[config.mk]
export PLATFORM = sky130hd
export DESIGN_NAME = port_tag_status_diag_regs
export DESIGN_NICKNAME = d
export VERILOG_FILES = /design/src/hw/port_tag_status_diag_regs.v
export VERILOG_INCLUDE_DIRS = /design/src /design/src/hw
export SDC_FILE = /design/constraint.sdc
export NUM_CORES = 1
export LEC_CHECK = 0
export BUFFER_PORTS_ARGS = -buffer_cell sky130_fd_sc_hd__buf_2
export CORE_MARGIN = 3
export CORE_UTILIZATION = 25
export DETAILED_ROUTE_END_ITERATION = 12
export MAX_ROUTING_LAYER = met4
export SLEW_MARGIN = 15
export SYNTH_ARGS = -nofsm -noshare
export SYNTH_HDL_FRONTEND = slang
export SYNTH_SLANG_ARGS = --single-unit
[constraint.sdc]
create_clock -name CLK -period 2.4 [get_ports CLK]
set_clock_uncertainty 0.1 [all_clocks]
set_input_delay 0.24 -clock CLK [delete_from_list [all_inputs] [get_ports CLK]]
set_output_delay 0.24 -clock CLK [all_outputs]
set_load 0.02 [all_outputs]
[src/hw/port_tag_status_diag_regs_consts.vh]
`ifndef PORT_TAG_STATUS_DIAG_REGS_CONSTS_VH
`define PORT_TAG_STATUS_DIAG_REGS_CONSTS_VH
// register offsets on the management register port
`define OFS_P1_VID_LO 8'h24
`define OFS_P1_TAG_HI 8'h23
`define OFS_P1_LINK 8'h29
`define OFS_P1_DIAG 8'h2A
`define OFS_P1_FAULT_LO 8'h2B
`define OFS_P2_VID_LO 8'h34
`define OFS_P2_TAG_HI 8'h33
`define OFS_P2_LINK 8'h39
`define OFS_P2_DIAG 8'h3A
`define OFS_P2_FAULT_LO 8'h3B
`define OFS_P3_VID_LO 8'h44
`define OFS_P3_TAG_HI 8'h43
`define OFS_P4_VID_LO 8'h54
`define OFS_P4_TAG_HI 8'h53
`define OFS_RMII_CTRL 8'h57
// reset values
`define RST_VID_LO 8'h01
`define RST_TAG_HI 8'h00
`define RST_XOVER 1'b1
`define RST_CLK_DIS 1'b0
`define RST_NEAR 1'b0
`define RST_RESULT 2'h0
`define RST_FAULT 9'h000
// field positions
`define BIT_CLK_DIS 3
`define BIT_XOVER 7
`define BIT_TEST_EN 4
`endif

[src/hw/port_tag_status_diag_regs.v]
`timescale 1ns/1ps
`include "port_tag_status_diag_regs_consts.vh"
module port_tag_status_diag_regs
(
   input wire CLK,
   input wire SYS_RST,
   input wire REG_WR,
   input wire REG_RD,
   input wire [7:0] REG_ADDR,
   input wire [7:0] REG_WDATA,
   output reg [7:0] REG_RDATA,
   output wire [63:0] DEFAULT_TAGS,
   output wire PORT4_REDUCED_MII_CLK_OE,
   output wire [1:0] CROSSOVER_SCHEME_SELECT,
   input wire [1:0] POL_REVERSED,
   input wire [1:0] TX_FLOW_ACTIVE,
   input wire [1:0] RX_FLOW_ACTIVE,
   input wire [1:0] SPEED_100,
   input wire [1:0] FULL_DUPLEX,
   output wire [1:0] CABLE_TEST_START,
   input wire [1:0] CABLE_TEST_DONE,
   input wire [1:0] NEAR_SHORT_FLAG,
   input wire [3:0] CABLE_RESULT,
   input wire [17:0] FAULT_COUNT
);
   reg [7:0] vid_lo_q [0:3];
   reg [7:0] tag_hi_q [0:3];
   reg clk_dis_q;
   reg [1:0] xover_q;
   // results of the two cable test engines, held until the next completion
   wire [1:0] test_busy;
   wire [1:0] near_short;
   wire [3:0] cable_res;
   wire [17:0] fault_cnt;
   // second-stage copies of everything that arrives from the PHY domain
   wire [9:0] link_st;
   wire [1:0] done_st;
   wire [23:0] res_st;
   // a write to a diag register with the test enable bit set
   wire [1:0] start_hit;
   integer i;

   // link levels cross in two flops so reads never see a metastable bit;
   // each bit is an independent level, so no word coherence is needed
   bit_sync #
   (
      .WIDTH(10)
   )
   link_sync
   (
      .clk(CLK),
      .din({POL_REVERSED, TX_FLOW_ACTIVE, RX_FLOW_ACTIVE, SPEED_100,
            FULL_DUPLEX}),
      .dout_q(link_st)
   );

   // completion levels from the cable test engines
   bit_sync #
   (
      .WIDTH(2)
   )
   done_sync
   (
      .clk(CLK),
      .din(CABLE_TEST_DONE),
      .dout_q(done_st)
   );

   // the engine holds its results steady before raising done, and done is
   // itself two flops late, so this word has settled when it is latched
   bit_sync #
   (
      .WIDTH(24)
   )
   result_sync
   (
      .clk(CLK),
      .din({NEAR_SHORT_FLAG, CABLE_RESULT, FAULT_COUNT}),
      .dout_q(res_st)
   );

   // software arms a test by writing the enable bit of its diag register
   assign start_hit[0] = REG_WR && REG_WDATA[`BIT_TEST_EN] &&
                         (REG_ADDR == `OFS_P1_DIAG);
   assign start_hit[1] = REG_WR && REG_WDATA[`BIT_TEST_EN] &&
                         (REG_ADDR == `OFS_P2_DIAG);

   // one handshake per PHY port; port 1 takes the low half of each bus
   cable_test_slot port1_test
   (
      .clk(CLK),
      .rst(SYS_RST),
      .start(start_hit[0]),
      .done(done_st[0]),
      .near_in(res_st[22]),
      .result_in(res_st[19:18]),
      .fault_in(res_st[8:0]),
      .busy(test_busy[0]),
      .near_q(near_short[0]),
      .result_q(cable_res[1:0]),
      .fault_q(fault_cnt[8:0])
   );

   cable_test_slot port2_test
   (
      .clk(CLK),
      .rst(SYS_RST),
      .start(start_hit[1]),
      .done(done_st[1]),
      .near_in(res_st[23]),
      .result_in(res_st[21:20]),
      .fault_in(res_st[17:9]),
      .busy(test_busy[1]),
      .near_q(near_short[1]),
      .result_q(cable_res[3:2]),
      .fault_q(fault_cnt[17:9])
   );

   // writable registers; the cable test handshake is in cable_test_slot
   always @(posedge CLK)
   begin
      if (SYS_RST)
      begin
         for (i = 0; i < 4; i = i + 1)
         begin
            vid_lo_q[i] <= `RST_VID_LO;
            tag_hi_q[i] <= `RST_TAG_HI;
         end
         clk_dis_q <= `RST_CLK_DIS;
         xover_q <= {2{`RST_XOVER}};
      end
      else
      begin
         if (REG_WR)
         begin
            case (REG_ADDR)
               `OFS_P1_VID_LO: vid_lo_q[0] <= REG_WDATA;
               `OFS_P2_VID_LO: vid_lo_q[1] <= REG_WDATA;
               `OFS_P3_VID_LO: vid_lo_q[2] <= REG_WDATA;
               `OFS_P4_VID_LO: vid_lo_q[3] <= REG_WDATA;
               `OFS_P1_TAG_HI: tag_hi_q[0] <= REG_WDATA;
               `OFS_P2_TAG_HI: tag_hi_q[1] <= REG_WDATA;
               `OFS_P3_TAG_HI: tag_hi_q[2] <= REG_WDATA;
               `OFS_P4_TAG_HI: tag_hi_q[3] <= REG_WDATA;
               // only bit 3 is stored; reserved bits drop writes
               `OFS_RMII_CTRL: clk_dis_q <= REG_WDATA[`BIT_CLK_DIS];
               `OFS_P1_LINK: xover_q[0] <= REG_WDATA[`BIT_XOVER];
               `OFS_P2_LINK: xover_q[1] <= REG_WDATA[`BIT_XOVER];
               default: ;
            endcase
         end
      end
   end

   // read mux; reserved and unmapped bits read zero
   // the data holds between reads, so a slow master may fetch it late
   always @(posedge CLK)
   begin
      if (SYS_RST)
         REG_RDATA <= 8'h00;
      else if (REG_RD)
      begin
         case (REG_ADDR)
            `OFS_P1_VID_LO: REG_RDATA <= vid_lo_q[0];
            `OFS_P2_VID_LO: REG_RDATA <= vid_lo_q[1];
            `OFS_P3_VID_LO: REG_RDATA <= vid_lo_q[2];
            `OFS_P4_VID_LO: REG_RDATA <= vid_lo_q[3];
            `OFS_P1_TAG_HI: REG_RDATA <= tag_hi_q[0];
            `OFS_P2_TAG_HI: REG_RDATA <= tag_hi_q[1];
            `OFS_P3_TAG_HI: REG_RDATA <= tag_hi_q[2];
            `OFS_P4_TAG_HI: REG_RDATA <= tag_hi_q[3];
            `OFS_RMII_CTRL: REG_RDATA <= {4'h0, clk_dis_q, 3'h0};
            // bits: xover, 0, pol, txfc, rxfc, speed, duplex, 0
            `OFS_P1_LINK: REG_RDATA <= {xover_q[0], 1'b0, link_st[8],
               link_st[6], link_st[4], link_st[2], link_st[0], 1'b0};
            `OFS_P2_LINK: REG_RDATA <= {xover_q[1], 1'b0, link_st[9],
               link_st[7], link_st[5], link_st[3], link_st[1], 1'b0};
            `OFS_P1_DIAG: REG_RDATA <= {near_short[0], cable_res[1:0],
               test_busy[0], 3'h0, fault_cnt[8]};
            `OFS_P2_DIAG: REG_RDATA <= {near_short[1], cable_res[3:2],
               test_busy[1], 3'h0, fault_cnt[17]};
            `OFS_P1_FAULT_LO: REG_RDATA <= fault_cnt[7:0];
            `OFS_P2_FAULT_LO: REG_RDATA <= fault_cnt[16:9];
            default: REG_RDATA <= 8'h00;
         endcase
      end
   end

   // tags: {priority, cfi, vid[11:8], vid[7:0]} per port, port 1 lowest
   assign DEFAULT_TAGS = {tag_hi_q[3], vid_lo_q[3], tag_hi_q[2], vid_lo_q[2],
                          tag_hi_q[1], vid_lo_q[1], tag_hi_q[0], vid_lo_q[0]};
   assign PORT4_REDUCED_MII_CLK_OE = ~clk_dis_q;
   assign CROSSOVER_SCHEME_SELECT = xover_q;
   assign CABLE_TEST_START = test_busy;
endmodule

// two-flop synchroniser; only the second stage may be read downstream
// no reset: the chain flushes itself within two clocks anyway
module bit_sync
#(
   parameter WIDTH = 1
)
(
   input wire clk,
   input wire [WIDTH-1:0] din,
   output reg [WIDTH-1:0] dout_q
);
   reg [WIDTH-1:0] meta_q;

   // the first stage may go metastable; nothing but dout_q reads it
   always @(posedge clk)
   begin
      meta_q <= din;
      dout_q <= meta_q;
   end
endmodule

// one cable test handshake: software arms it, the engine's done ends it
module cable_test_slot
(
   input wire clk,
   input wire rst,
   input wire start,
   input wire done,
   input wire near_in,
   input wire [1:0] result_in,
   input wire [8:0] fault_in,
   output wire busy,
   output reg near_q,
   output reg [1:0] result_q,
   output reg [8:0] fault_q
);
   localparam IDLE = 2'b01;
   localparam RUN = 2'b10;
   reg [1:0] state_q;
   reg [1:0] state_d;

   // done beats a same-cycle start so a finished test is not rearmed
   always @*
   begin
      state_d = state_q;
      case (state_q)
         IDLE:
         begin
            if (start)
               state_d = RUN;
         end
         RUN:
         begin
            if (done)
               state_d = IDLE;
         end
         default: state_d = IDLE;
      endcase
   end

   // results are captured only on the edge that closes a run, so a stray
   // done while idle cannot overwrite the last valid outcome
   always @(posedge clk)
   begin
      if (rst)
      begin
         state_q <= IDLE;
         near_q <= `RST_NEAR;
         result_q <= `RST_RESULT;
         fault_q <= `RST_FAULT;
      end
      else
      begin
         state_q <= state_d;
         if (state_q == RUN && done)
         begin
            near_q <= near_in;
            result_q <= result_in;
            fault_q <= fault_in;
         end
      end
   end

   // busy reads back as the self-clearing test enable bit
   assign busy = state_q[1];
endmodule

==> metrics.log, run 1 <==
[metrics] outcome: finished clean
[metrics] distinct cell type count of the synthesized netlist: 66
[metrics] die area: 28200 µm²
[metrics] number of primary I/O pins: 133
[metrics] combinational family with the most area after synthesis: simple AND/OR/NAND/NOR gates
[metrics] fraction of final layout cells with drive strength greater than 1: 0.303
[metrics] destination of the critical timing path: REG_RDATA[6]
[metrics] synthesized instance count: 528
[metrics] launching element type of the critical path: register
[metrics] total clock buffers created by CTS: 17
[metrics] Global Route Usage Sum: 0.157
[metrics] count of H-tree levels built during CTS: 4
[metrics] Critical Path Sink Type: register
[metrics] post-synthesis average cell area: 12.4 µm²
[metrics] Detail Route Antenna Nets: 0
[metrics] simple logic cell fraction of the synthesized area: 0.181
[metrics] main area contributors after synthesis: sky130_fd_sc_hd__dfxtp_1, sky130_fd_sc_hd__edfxtp_1, sky130_fd_sc_hd__and2_1
[metrics] actual transition at the worst max-transition pin: 0.794 ns
[metrics] share of synthesized cell area in full adder, half adder and majority cells: 0.00152
[metrics] max frequency: 497 MHz
[metrics] layout filler cell count: 2561
[metrics] Port-buffer cells: 132
[metrics] Chip Width: 168 µm
[metrics] largest area contributor in the netlist: sky130_fd_sc_hd__dfxtp_1
[metrics] Layout Nets: 775
[metrics] combined area of the multi-input logic cells: 2260 µm²
[metrics] area fraction in compound gates after synthesis: 0.0877
[metrics] Slew Limit Headroom: 0.457
[metrics] proportion of synthesized area in mux cells: 0.0739
[metrics] hold violation count in the final report: 0
[metrics] clock tree from TritonCTS: built
[metrics] total power after layout: 6.44 mW
[metrics] standard-cell row count: 58
[metrics] crit path time final: 2.01 ns
[metrics] post-synthesis sequential area ratio: 0.631
[metrics] final worst-path cycle share: 0.838
[metrics] nets in the synthesized netlist: 584
[metrics] area share of the largest cell type after synthesis: 0.338
[metrics] area of the mapped netlist: 6570 µm²
[metrics] total number of yosys warnings: 0
[metrics] share of the synthesized netlist area taken by xor and xnor gates: 0
[metrics] average wire per standard cell: 20.2 µm
[metrics] area occupied by registers: 4140 µm²
[metrics] antenna violations before repair: 0
[metrics] CP Launch Point: vid_lo_q[0][6]
[metrics] most used standard cells in the synthesized netlist: sky130_fd_sc_hd__dfxtp_1, sky130_fd_sc_hd__edfxtp_1, sky130_fd_sc_hd__and2_1
[metrics] Starting Density: 0.258
[metrics] sum of routed wire length over all layers: 21500 µm
[metrics] via count of the first global-routing pass: 5051
[metrics] number of enable flip-flop cells after synthesis: 64
[metrics] Vias per Instance: 4.59
[metrics] total number of vias: 4873
[metrics] largest net degree at the start of global routing: 25
[metrics] final setup violation count: 0
[metrics] total of flip-flops plus latches after synthesis: 175
[metrics] worst reg-to-reg setup slack: 0.39 ns
[metrics] async set or reset register ratio after synthesis: 0
[metrics] number of max-capacitance violations reported: 0
[metrics] insertion delay of the later-clocked pin in the worst-skew pair: 0.43 ns
[metrics] count of cells resized by post-cts repair: 0
[metrics] maximum clock path buffer count: 2
[metrics] gr ovfl total: 0
[metrics] capture point of the worst reg-to-reg path: REG_RDATA[6]
[metrics] top fanout value on the critical path: 2
[metrics] final setup TNS: 0 ns
[metrics] total DRC errors in the routed layout: 0
[metrics] Layout Area Growth over Synthesis: 32.3%
[metrics] area of the core: 25500 µm²
[metrics] unrepaired setup endpoints after global routing: no
[metrics] cell at the root of the clock tree: sky130_fd_sc_hd__clkbuf_16
[metrics] arrival time reported for the critical path endpoint: 2.21 ns
[metrics] number of cells on the worst reg-to-reg path: 4
[metrics] number of antenna repair diodes: 0
[metrics] reg-to-reg startpoint: vid_lo_q[0][6]
[metrics] worst vdd rail ir drop: 0.327 mV
[metrics] vertical extent of the die: 168 µm
[metrics] detailed placer's ending HPWL: 16500 µm
[metrics] number of search-and-repair iterations in the first detailed-routing pass: 7
[metrics] detailed router's first-iteration violation count: 407
[metrics] first-pass GRT wire length: 32100 µm
[metrics] top flip-flop cell by instance count after synthesis: sky130_fd_sc_hd__dfxtp_1
[metrics] Final GP Congestion: 0.954
[metrics] max-slew violation count: 0
[metrics] CTS clock-pin slew for the worst setup and hold paths: 0.07 ns
[metrics] type of the worst setup path: reg2reg
[metrics] leading cell type by number of instances after synthesis: sky130_fd_sc_hd__dfxtp_1
[metrics] power density over the cells: 742 nW/µm²
[metrics] Min-Delay Path Class: in2reg
[metrics] leakage component of the power: 3.58 nW
[metrics] TritonCTS sink count: 175
[metrics] CP Data Required Time: 2.59 ns
[repair_timing]
item                       4_1_cts  5_1_grt
setup endpoints to repair        0        0
hold buffers                    36        0
setup buffers                    0        0
hold endpoints to repair        36        0
[routing by layer]
metal | global-route usage | share of wire | up-vias
met5 | - | 0 | -
met4 | 0.0544 | 0.025 | 0
met3 | 0.0336 | 0.058 | 23
met2 | 0.245 | 0.47 | 187
met1 | 0.203 | 0.45 | 2360
li1 | - | - | 2303
[metrics by stage]
step                      worst slack (ns)  cells  hold WS (ns)  cell area [µm²]  utilization
final                                0.388   1062        0.0718             8680        0.341
after global routing                 0.442   1062        0.0861             8680        0.341
after CTS                            0.527   1062        0.0562             8680        0.341
after detailed placement             0.111    994         0.212             7740        0.304
after global placement               0.137    994         0.213             7740        0.304
after floorplan                      0.512    528         0.168             6570            -
[registers in the layout, summed over array words and instances (netlist names)]
register                 cells
done_sync.meta_q             2
port2_test.state_q           2
tag_hi_q                    32
port2_test.fault_q           9
port1_test.near_q            1
link_sync.meta_q            10
CROSSOVER_SCHEME_SELECT      2
result_sync.meta_q          24
port1_test.result_q          2
link_sync.dout_q            10
port2_test.near_q            1
clk_dis_q                    1
port1_test.fault_q           9
result_sync.dout_q          24
done_sync.dout_q             2
vid_lo_q                    32
REG_RDATA                    8
port2_test.result_q          2
port1_test.state_q           2
[worst max-delay path, cell delays in order, from the launching register on]
cell	delay, ns
sky130_fd_sc_hd__edfxtp_1	0.41
sky130_fd_sc_hd__a22oi_1	0.36
sky130_fd_sc_hd__o2111ai_1	0.17
sky130_fd_sc_hd__a2111oi_0	0.74
sky130_fd_sc_hd__o21ai_1	0.10
[final cells by class]
| type | count | area share |
|---|---|---|
| Tap cell | 330 | 0.0476 |
| Sequential cell | 175 | 0.477 |
| Timing Repair Buffer | 201 | 0.146 |
| Clock inverter | 14 | 0.0167 |
| Clock buffer | 18 | 0.0506 |
| Inverter | 3 | 0.00130 |
| Multi-Input combinational cell | 321 | 0.261 |
[cell families (layout without fill, tap and decap cells)]
| group | after synthesis | count (layout) |
|---|---|---|
| flip-flops | 175 | 175 |
| multiplexers | 47 | 47 |
| AO/OA/AOI/OAI | 77 | 77 |
| buffers and inverters | 32 | 236 |
| AND/OR/NAND/NOR | 196 | 196 |
| adder cells (fa/ha/maj) | 1 | 1 |
[cell usage in the layout, fill, tap and decap left out, drive strengths merged, types with 9 or more instances in the layout]
cell type,Yosys,final
mux2,12,12
and2,62,62
o21ai,12,12
edfxtp,64,64
buf,18,165
nor2b,9,9
nand2,20,20
nor2,47,47
mux2i,35,35
dlygate4sd3,0,36
inv,3,10
a22oi,18,18
clkbuf,11,18
dfxtp,111,111
[worst min-delay path by stage]
| stage | slack, ns | cells past startpoint | endpoint | start |
|---|---|---|---|---|
| 6_report | 0.07 | 4 | REG_RDATA[6] | REG_RD |
| 5_1_grt | 0.09 | 4 | REG_RDATA[6] | REG_RD |
| 4_1_cts | 0.06 | 4 | REG_RDATA[0] | REG_RD |
| 3_5_place_dp | 0.21 | 0 | result_sync.dout_q[21] | result_sync.meta_q[21] |
| 3_3_place_gp | 0.21 | 0 | result_sync.dout_q[21] | result_sync.meta_q[21] |
| 2_1_floorplan | 0.17 | 0 | done_sync.meta_q[0] | CABLE_TEST_DONE[0] |
[power breakdown]
| part | switching, mW | internal, mW |
|---|---|---|
| clock | 1.28 | 1.41 |
| sequential | 0.0665 | 3.19 |
| combinational | 0.300 | 0.194 |
| total | 1.65 | 4.80 |
Note: power is estimated with default switching activity, not from simulation.
==> run 2: changes to the inputs <==
ABC_AREA = 1   (was unset)
clock period = 1.9 ns   (was 2.4 ns; I/O delays follow)
==> metrics.log, run 2 <==
[metrics] outcome: finished clean
[metrics] max-slew violation count: 0
[metrics] standard-cell row count: 58
[metrics] final setup violation count: 0
[metrics] cell at the root of the clock tree: sky130_fd_sc_hd__clkbuf_16
[metrics] type of the worst setup path: reg2out
[metrics] Post-Place Cell Area: 7520 µm²
[metrics] CP Data Required Time: 1.61 ns
[metrics] Vias per Instance: 4.31
[metrics] dominant delay contributor by cell family on the critical path: flip-flops
[metrics] most frequent cells in the layout: sky130_fd_sc_hd__buf_2, sky130_fd_sc_hd__dfxtp_1, sky130_fd_sc_hd__nand2_1
[metrics] total number of vias: 5172
[metrics] largest net degree at the start of global routing: 26
[metrics] Global Route Usage Sum: 0.143
[metrics] leading cell type by number of instances after synthesis: sky130_fd_sc_hd__dfxtp_1
[metrics] CTS clock-pin slew for the worst setup and hold paths: 0.07 ns
[metrics] largest area contributor in the netlist: sky130_fd_sc_hd__dfxtp_1
[metrics] maximum clock path buffer count: 2
[metrics] number of enable flip-flop cells after synthesis: 64
[metrics] hold violation count in the final report: 0
[metrics] Slew Limit Headroom: 0.644
[metrics] post-synthesis sequential area ratio: 0.643
[metrics] area of the mapped netlist: 6450 µm²
[metrics] setup slack after layout: 0.488 ns
[metrics] number of cells on the worst reg-to-reg path: 6
[metrics] Critical Path Sink Type: output pin
[metrics] final worst-path cycle share: 0.743
[metrics] final setup TNS: 0 ns
[metrics] async set or reset register ratio after synthesis: 0
[metrics] top flip-flop cell by instance count after synthesis: sky130_fd_sc_hd__dfxtp_1
[metrics] TritonCTS sink count: 175
[metrics] biggest regs: tag_hi_q (32), vid_lo_q (32)
[metrics] CP Launch Point: vid_lo_q[1][6]
[metrics] unrepaired setup endpoints after global routing: no
[metrics] distinct cell type count of the synthesized netlist: 26
[metrics] detailed placer's ending HPWL: 14600 µm
[metrics] most frequent standard cell in the layout excluding fill and tap cells: sky130_fd_sc_hd__buf_2
[metrics] total DRC errors in the routed layout: 0
[metrics] detailed router's first-iteration violation count: 526
[metrics] arrival time reported for the critical path endpoint: 1.12 ns
[metrics] launching element type of the critical path: register
[metrics] Layout Nets: 912
[metrics] insertion delay of the later-clocked pin in the worst-skew pair: 0.44 ns
[metrics] Final GP Congestion: 0.895
[metrics] reg-to-reg startpoint: tag_hi_q[3][4]
[metrics] total clock buffers created by CTS: 17
[metrics] average wire per standard cell: 16.1 µm
[metrics] post-synthesis average cell area: 9.58 µm²
[metrics] crit path time final: 1.41 ns
[metrics] layout filler cell count: 2626
[metrics] Critical path buffers and inverters: 1
[metrics] nets in the synthesized netlist: 729
[metrics] actual transition at the worst max-transition pin: 0.534 ns
[metrics] first-pass GRT wire length: 29100 µm
[metrics] area share of the largest cell type after synthesis: 0.345
[metrics] total of flip-flops plus latches after synthesis: 175
[metrics] die area: 27800 µm²
[metrics] number of primary I/O pins: 133
[metrics] synthesized instance count: 673
[metrics] Chip Width: 167 µm
[metrics] minimum hold slack: 0.0788 ns
[metrics] clock tree from TritonCTS: built
[metrics] top fanout value on the critical path: 2
[metrics] series of cell instances along the critical path: buf_2
[metrics] main area contributors after synthesis: sky130_fd_sc_hd__dfxtp_1, sky130_fd_sc_hd__edfxtp_1, sky130_fd_sc_hd__nand3_1
[metrics] worst reg-to-reg setup slack: 0.59 ns
[metrics] power density over the cells: 967 nW/µm²
[metrics] non-filler cells in the finished layout: 1200
[metrics] stage delay of the slowest cell on the critical path: 0.48 ns
[metrics] total number of yosys warnings: 0
[metrics] number of placed instances, taps included: 1128
[metrics] leakage component of the power: 3.70 nW
[metrics] Detail Route Antenna Nets: 0
[metrics] Port-buffer cells: 132
[metrics] number of max-capacitance violations reported: 0
[metrics] most used standard cells in the synthesized netlist: sky130_fd_sc_hd__dfxtp_1, sky130_fd_sc_hd__nand2_1, sky130_fd_sc_hd__nand3_1
[metrics] Starting Density: 0.255
[metrics] number of search-and-repair iterations in the first detailed-routing pass: 5
[metrics] via count of the first global-routing pass: 4935
[metrics] vertical extent of the die: 167 µm
[metrics] Min-Delay Path Class: in2reg
[metrics] pre-CTS setup slack: 0.0424 ns
[metrics] max frequency: 708 MHz
[metrics] post-CTS setup buffers: 0
[metrics] fin area: 8530 µm²
[metrics] stages on the worst setup path: 1
[metrics] gr ovfl total: 0
[metrics] destination of the critical timing path: DEFAULT_TAGS[22]
[metrics] Layout Area Growth over Synthesis: 32.2%
[metrics] worst vdd rail ir drop: 0.634 mV
[metrics] area of the core: 25300 µm²
[metrics] CP max stage cell: sky130_fd_sc_hd__edfxtp_1
[metrics] sum of routed wire length over all layers: 19400 µm
[metrics] count of H-tree levels built during CTS: 4
[metrics] fraction of final layout cells with drive strength greater than 1: 0.247
[metrics] antenna violations before repair: 1
[metrics] capture point of the worst reg-to-reg path: REG_RDATA[4]
-- run 2: changes by cell type after synthesis, sizes merged, moves of 18 or more --
| cell | delta |
|---|---|
| a21oi | +27 |
| a22oi | -18 |
| and2 | -62 |
| inv | +80 |
| mux2i | -35 |
| nand2 | +91 |
| nand3 | +86 |
| nor2 | +47 |
| o21ai | +34 |
-- run 2: repair_timing --
action,in CTS,in global routing
hold buffers,39,0
gates resized for setup,0,0
endpoints found under the hold margin,46,0
-- run 2: worst min-delay path by stage --
stage / slack (ns) / depth (start not counted) / startpoint / end
floorplan: 0.12 / 0 / CABLE_TEST_DONE[0] / done_sync.meta_q[0]
global placement: 0.19 / 1 / CABLE_RESULT[3] / result_sync.meta_q[21]
detailed placement: 0.19 / 1 / TX_FLOW_ACTIVE[0] / link_sync.meta_q[6]
CTS: 0.08 / 3 / SYS_RST / REG_RDATA[6]
global route: 0.08 / 3 / SYS_RST / REG_RDATA[3]
finish: 0.08 / 3 / SYS_RST / REG_RDATA[3]
-- run 2: logic make-up (layout without fill, tap and decap cells) --
kind of cell    Yosys count  after routing  share of synthesized area
compound gates           81             81                     0.0652
buf+inv                 111            307                     0.0766
flops                   175            175                      0.643
other cells               0              1                          0
simple gates            306            306                      0.216
-- run 2: area by class of cell --
class	instances	area [µm²]	area share
Timing Repair Buffer	191	1230	0.144
Sequential cell	175	4140	0.486
Antenna cell	1	2.50	0.000293
Inverter	84	315	0.0370
Clock buffer	17	425	0.0499
Clock inverter	15	191	0.0224
Multi-Input combinational cell	387	1810	0.212
Tap cell	330	413	0.0484
-- run 2: through the flow --
step                      total power, mW   util
after floorplan                      4.43      -
after global placement               4.69  0.298
after detailed placement             4.69  0.298
after CTS                            8.32  0.338
after global routing                 8.52  0.338
final                                8.24  0.338
-- run 2: report_power, final --
group	internal, mW	total, mW	switching [mW]
clock network	1.90	3.58	1.67
logic	0.196	0.538	0.342
registers	4.04	4.13	0.0911
total	6.14	8.24	2.11
-- run 2: metal layers --
layer | track usage | up-vias | wire length [µm]
met4 | 0.0502 | 0 | 427
met3 | 0.0389 | 27 | 1590
li1 | - | 2559 | -
met2 | 0.230 | 212 | 9300
met5 | - | - | 0
met1 | 0.175 | 2374 | 8050
==> run 3: changes to the inputs <==
ABC_AREA = 0   (was 1)
clock period = 1.4 ns   (was 1.9 ns; I/O delays follow)
==> metrics.log, run 3 (same netlist as run 1, synthesis figures left out) <==
[metrics] CP max stage cell: sky130_fd_sc_hd__edfxtp_1
[metrics] Detail Route Antenna Nets: 0
[metrics] Layout Nets: 887
[metrics] type of the worst setup path: reg2reg
[metrics] Final GP Congestion: 0.919
[metrics] Layout Area Growth over Synthesis: 55.6%
[metrics] launching element type of the critical path: register
[metrics] number of search-and-repair iterations in the first detailed-routing pass: 6
[metrics] sum of routed wire length over all layers: 22800 µm
[metrics] total clock buffers created by CTS: 17
[metrics] Chip Width: 168 µm
[metrics] count of H-tree levels built during CTS: 4
[metrics] hold violation count in the final report: 0
[metrics] vertical extent of the die: 168 µm
[metrics] standard-cell row count: 58
[metrics] setup slack after layout: -0.215 ns
[metrics] maximum clock path buffer count: 2
[metrics] die area: 28200 µm²
[metrics] total number of vias: 5244
[metrics] number of primary I/O pins: 133
[metrics] number of placed instances, taps included: 1110
[metrics] power density over the cells: 1130 nW/µm²
[metrics] crit path time final: 1.61 ns
[metrics] Starting Density: 0.258
[metrics] clock tree from TritonCTS: built
[metrics] Critical Path Sink Type: register
[metrics] max frequency: 619 MHz
[metrics] cell at the root of the clock tree: sky130_fd_sc_hd__clkbuf_16
[metrics] stage delay of the slowest cell on the critical path: 0.43 ns
[metrics] actual transition at the worst max-transition pin: 0.546 ns
[metrics] insertion delay of the later-clocked pin in the worst-skew pair: 0.43 ns
[metrics] M2 GR Usage: 0.267
[metrics] antenna violations before repair: 1
[metrics] final worst-path cycle share: 1.15
[metrics] peak-usage layer in the global routing report: met2
[metrics] layout filler cell count: 2417
[metrics] leakage component of the power: 4.36 nW
[metrics] detailed router's first-iteration violation count: 310
[metrics] gr ovfl total: 0
[metrics] minimum hold slack: 0.0194 ns
[metrics] arrival time reported for the critical path endpoint: 1.83 ns
[metrics] via count of the first global-routing pass: 5495
[metrics] worst vdd rail ir drop: 0.665 mV
[metrics] final setup violation count: 11
[metrics] first-pass GRT wire length: 34400 µm
[metrics] outcome: finished, violations left
[metrics] number of max-capacitance violations reported: 0
[metrics] met3 Track Usage GR: 0.0362
[metrics] biggest regs: tag_hi_q (32), vid_lo_q (32)
[metrics] number of antenna repair diodes: 0
[metrics] largest net degree at the start of global routing: 23
[metrics] CP Data Required Time: 1.61 ns
[metrics] average wire per standard cell: 19.4 µm
[metrics] Min-Delay Path Class: in2reg
[metrics] max-slew violation count: 0
[metrics] most frequent standard cell in the layout excluding fill and tap cells: sky130_fd_sc_hd__buf_4
[metrics] series of cell instances along the critical path: mux2_4 > a22oi_2 > nor2_2 > a211oi_2 > o211ai_1
[metrics] detailed placer's ending HPWL: 17700 µm
[metrics] Port-buffer cells: 132
[metrics] CTS clock-pin slew for the worst setup and hold paths: 0.08 ns
[metrics] TritonCTS sink count: 175
[metrics] grt met1 use: 0.219
[metrics] Slew Limit Headroom: 0.634
[metrics] pre-CTS setup slack: -0.641 ns
[metrics] violated checks: setup timing
[metrics] Global Route Usage Sum: 0.168
[metrics] most frequent cells in the layout: sky130_fd_sc_hd__buf_4, sky130_fd_sc_hd__dfxtp_1, sky130_fd_sc_hd__buf_2
[metrics] fraction of final layout cells with drive strength greater than 1: 0.450
[metrics] area of the core: 25500 µm²
[metrics] top fanout value on the critical path: 2
[metrics] Vias per Instance: 4.47
[metrics] non-filler cells in the finished layout: 1174
[metrics] total power after layout: 11.5 mW
[metrics] final setup TNS: -0.559 ns
[metrics] total DRC errors in the routed layout: 0
[metrics] unrepaired setup endpoints after global routing: yes
## run 3: metal layers
layer | routed length [µm] | share of wire | vias to the layer above
met5 | 0 | 0 | -
met4 | 331 | 0.015 | 0
met3 | 1070 | 0.047 | 21
met2 | 11000 | 0.48 | 151
met1 | 10400 | 0.46 | 2547
li1 | - | - | 2525
## run 3: per-stage QoR
stage / util / area (µm²)
after floorplan: - / 6700
after global placement: 0.345 / 8780
after detailed placement: 0.345 / 8780
after CTS: 0.392 / 9980
after global routing: 0.401 / 10200
final: 0.401 / 10200
## run 3: area by class of cell
cell class / count / area (µm²) / area share
clock buffer: 18 / 450 / 0.0441
clock inverter: 14 / 133 / 0.0130
multi-input combinational: 321 / 2570 / 0.251
tap: 330 / 413 / 0.0404
sequential: 175 / 4150 / 0.406
timing repair buffer: 313 / 2500 / 0.244
inverter: 3 / 11.3 / 0.00110
## run 3: timing repair
| item | CTS | global route |
|---|---|---|
| endpoints found under the hold margin | 43 | 0 |
| cloned | 0 | 0 |
| setup endpoints to repair | 48 | 77 |
| pin swaps | 20 | 10 |
| setup buffers | 3 | 7 |
| hold buffers | 38 | 0 |
| gates resized for setup | 93 | 57 |
## run 3: worst paths after layout
| check | depth (start not counted) | slack, ns | from | endpoint |
|---|---|---|---|---|
| min reg2reg | 0 | 0.22 | link_sync.meta_q[6] | link_sync.dout_q[6] |
| min | 2 | 0.02 | REG_WDATA[5] | tag_hi_q[3][5] |
| max | 5 | -0.21 | vid_lo_q[3][7] | REG_RDATA[7] |
| max reg2reg | 5 | -0.21 | vid_lo_q[3][7] | REG_RDATA[7] |
## run 3: where the power goes
part	switching, mW	internal, mW
clock network	2.23	2.47
logic	0.598	0.615
registers	0.128	5.47
## run 3: critical path, delay by kind of cell, from the launching register on
family / cells / cell delay, ns
AND/OR/NAND/NOR: 1 / 0.08
multiplexers: 1 / 0.28
AO/OA/AOI/OAI: 3 / 0.60
flip-flops: 1 / 0.43
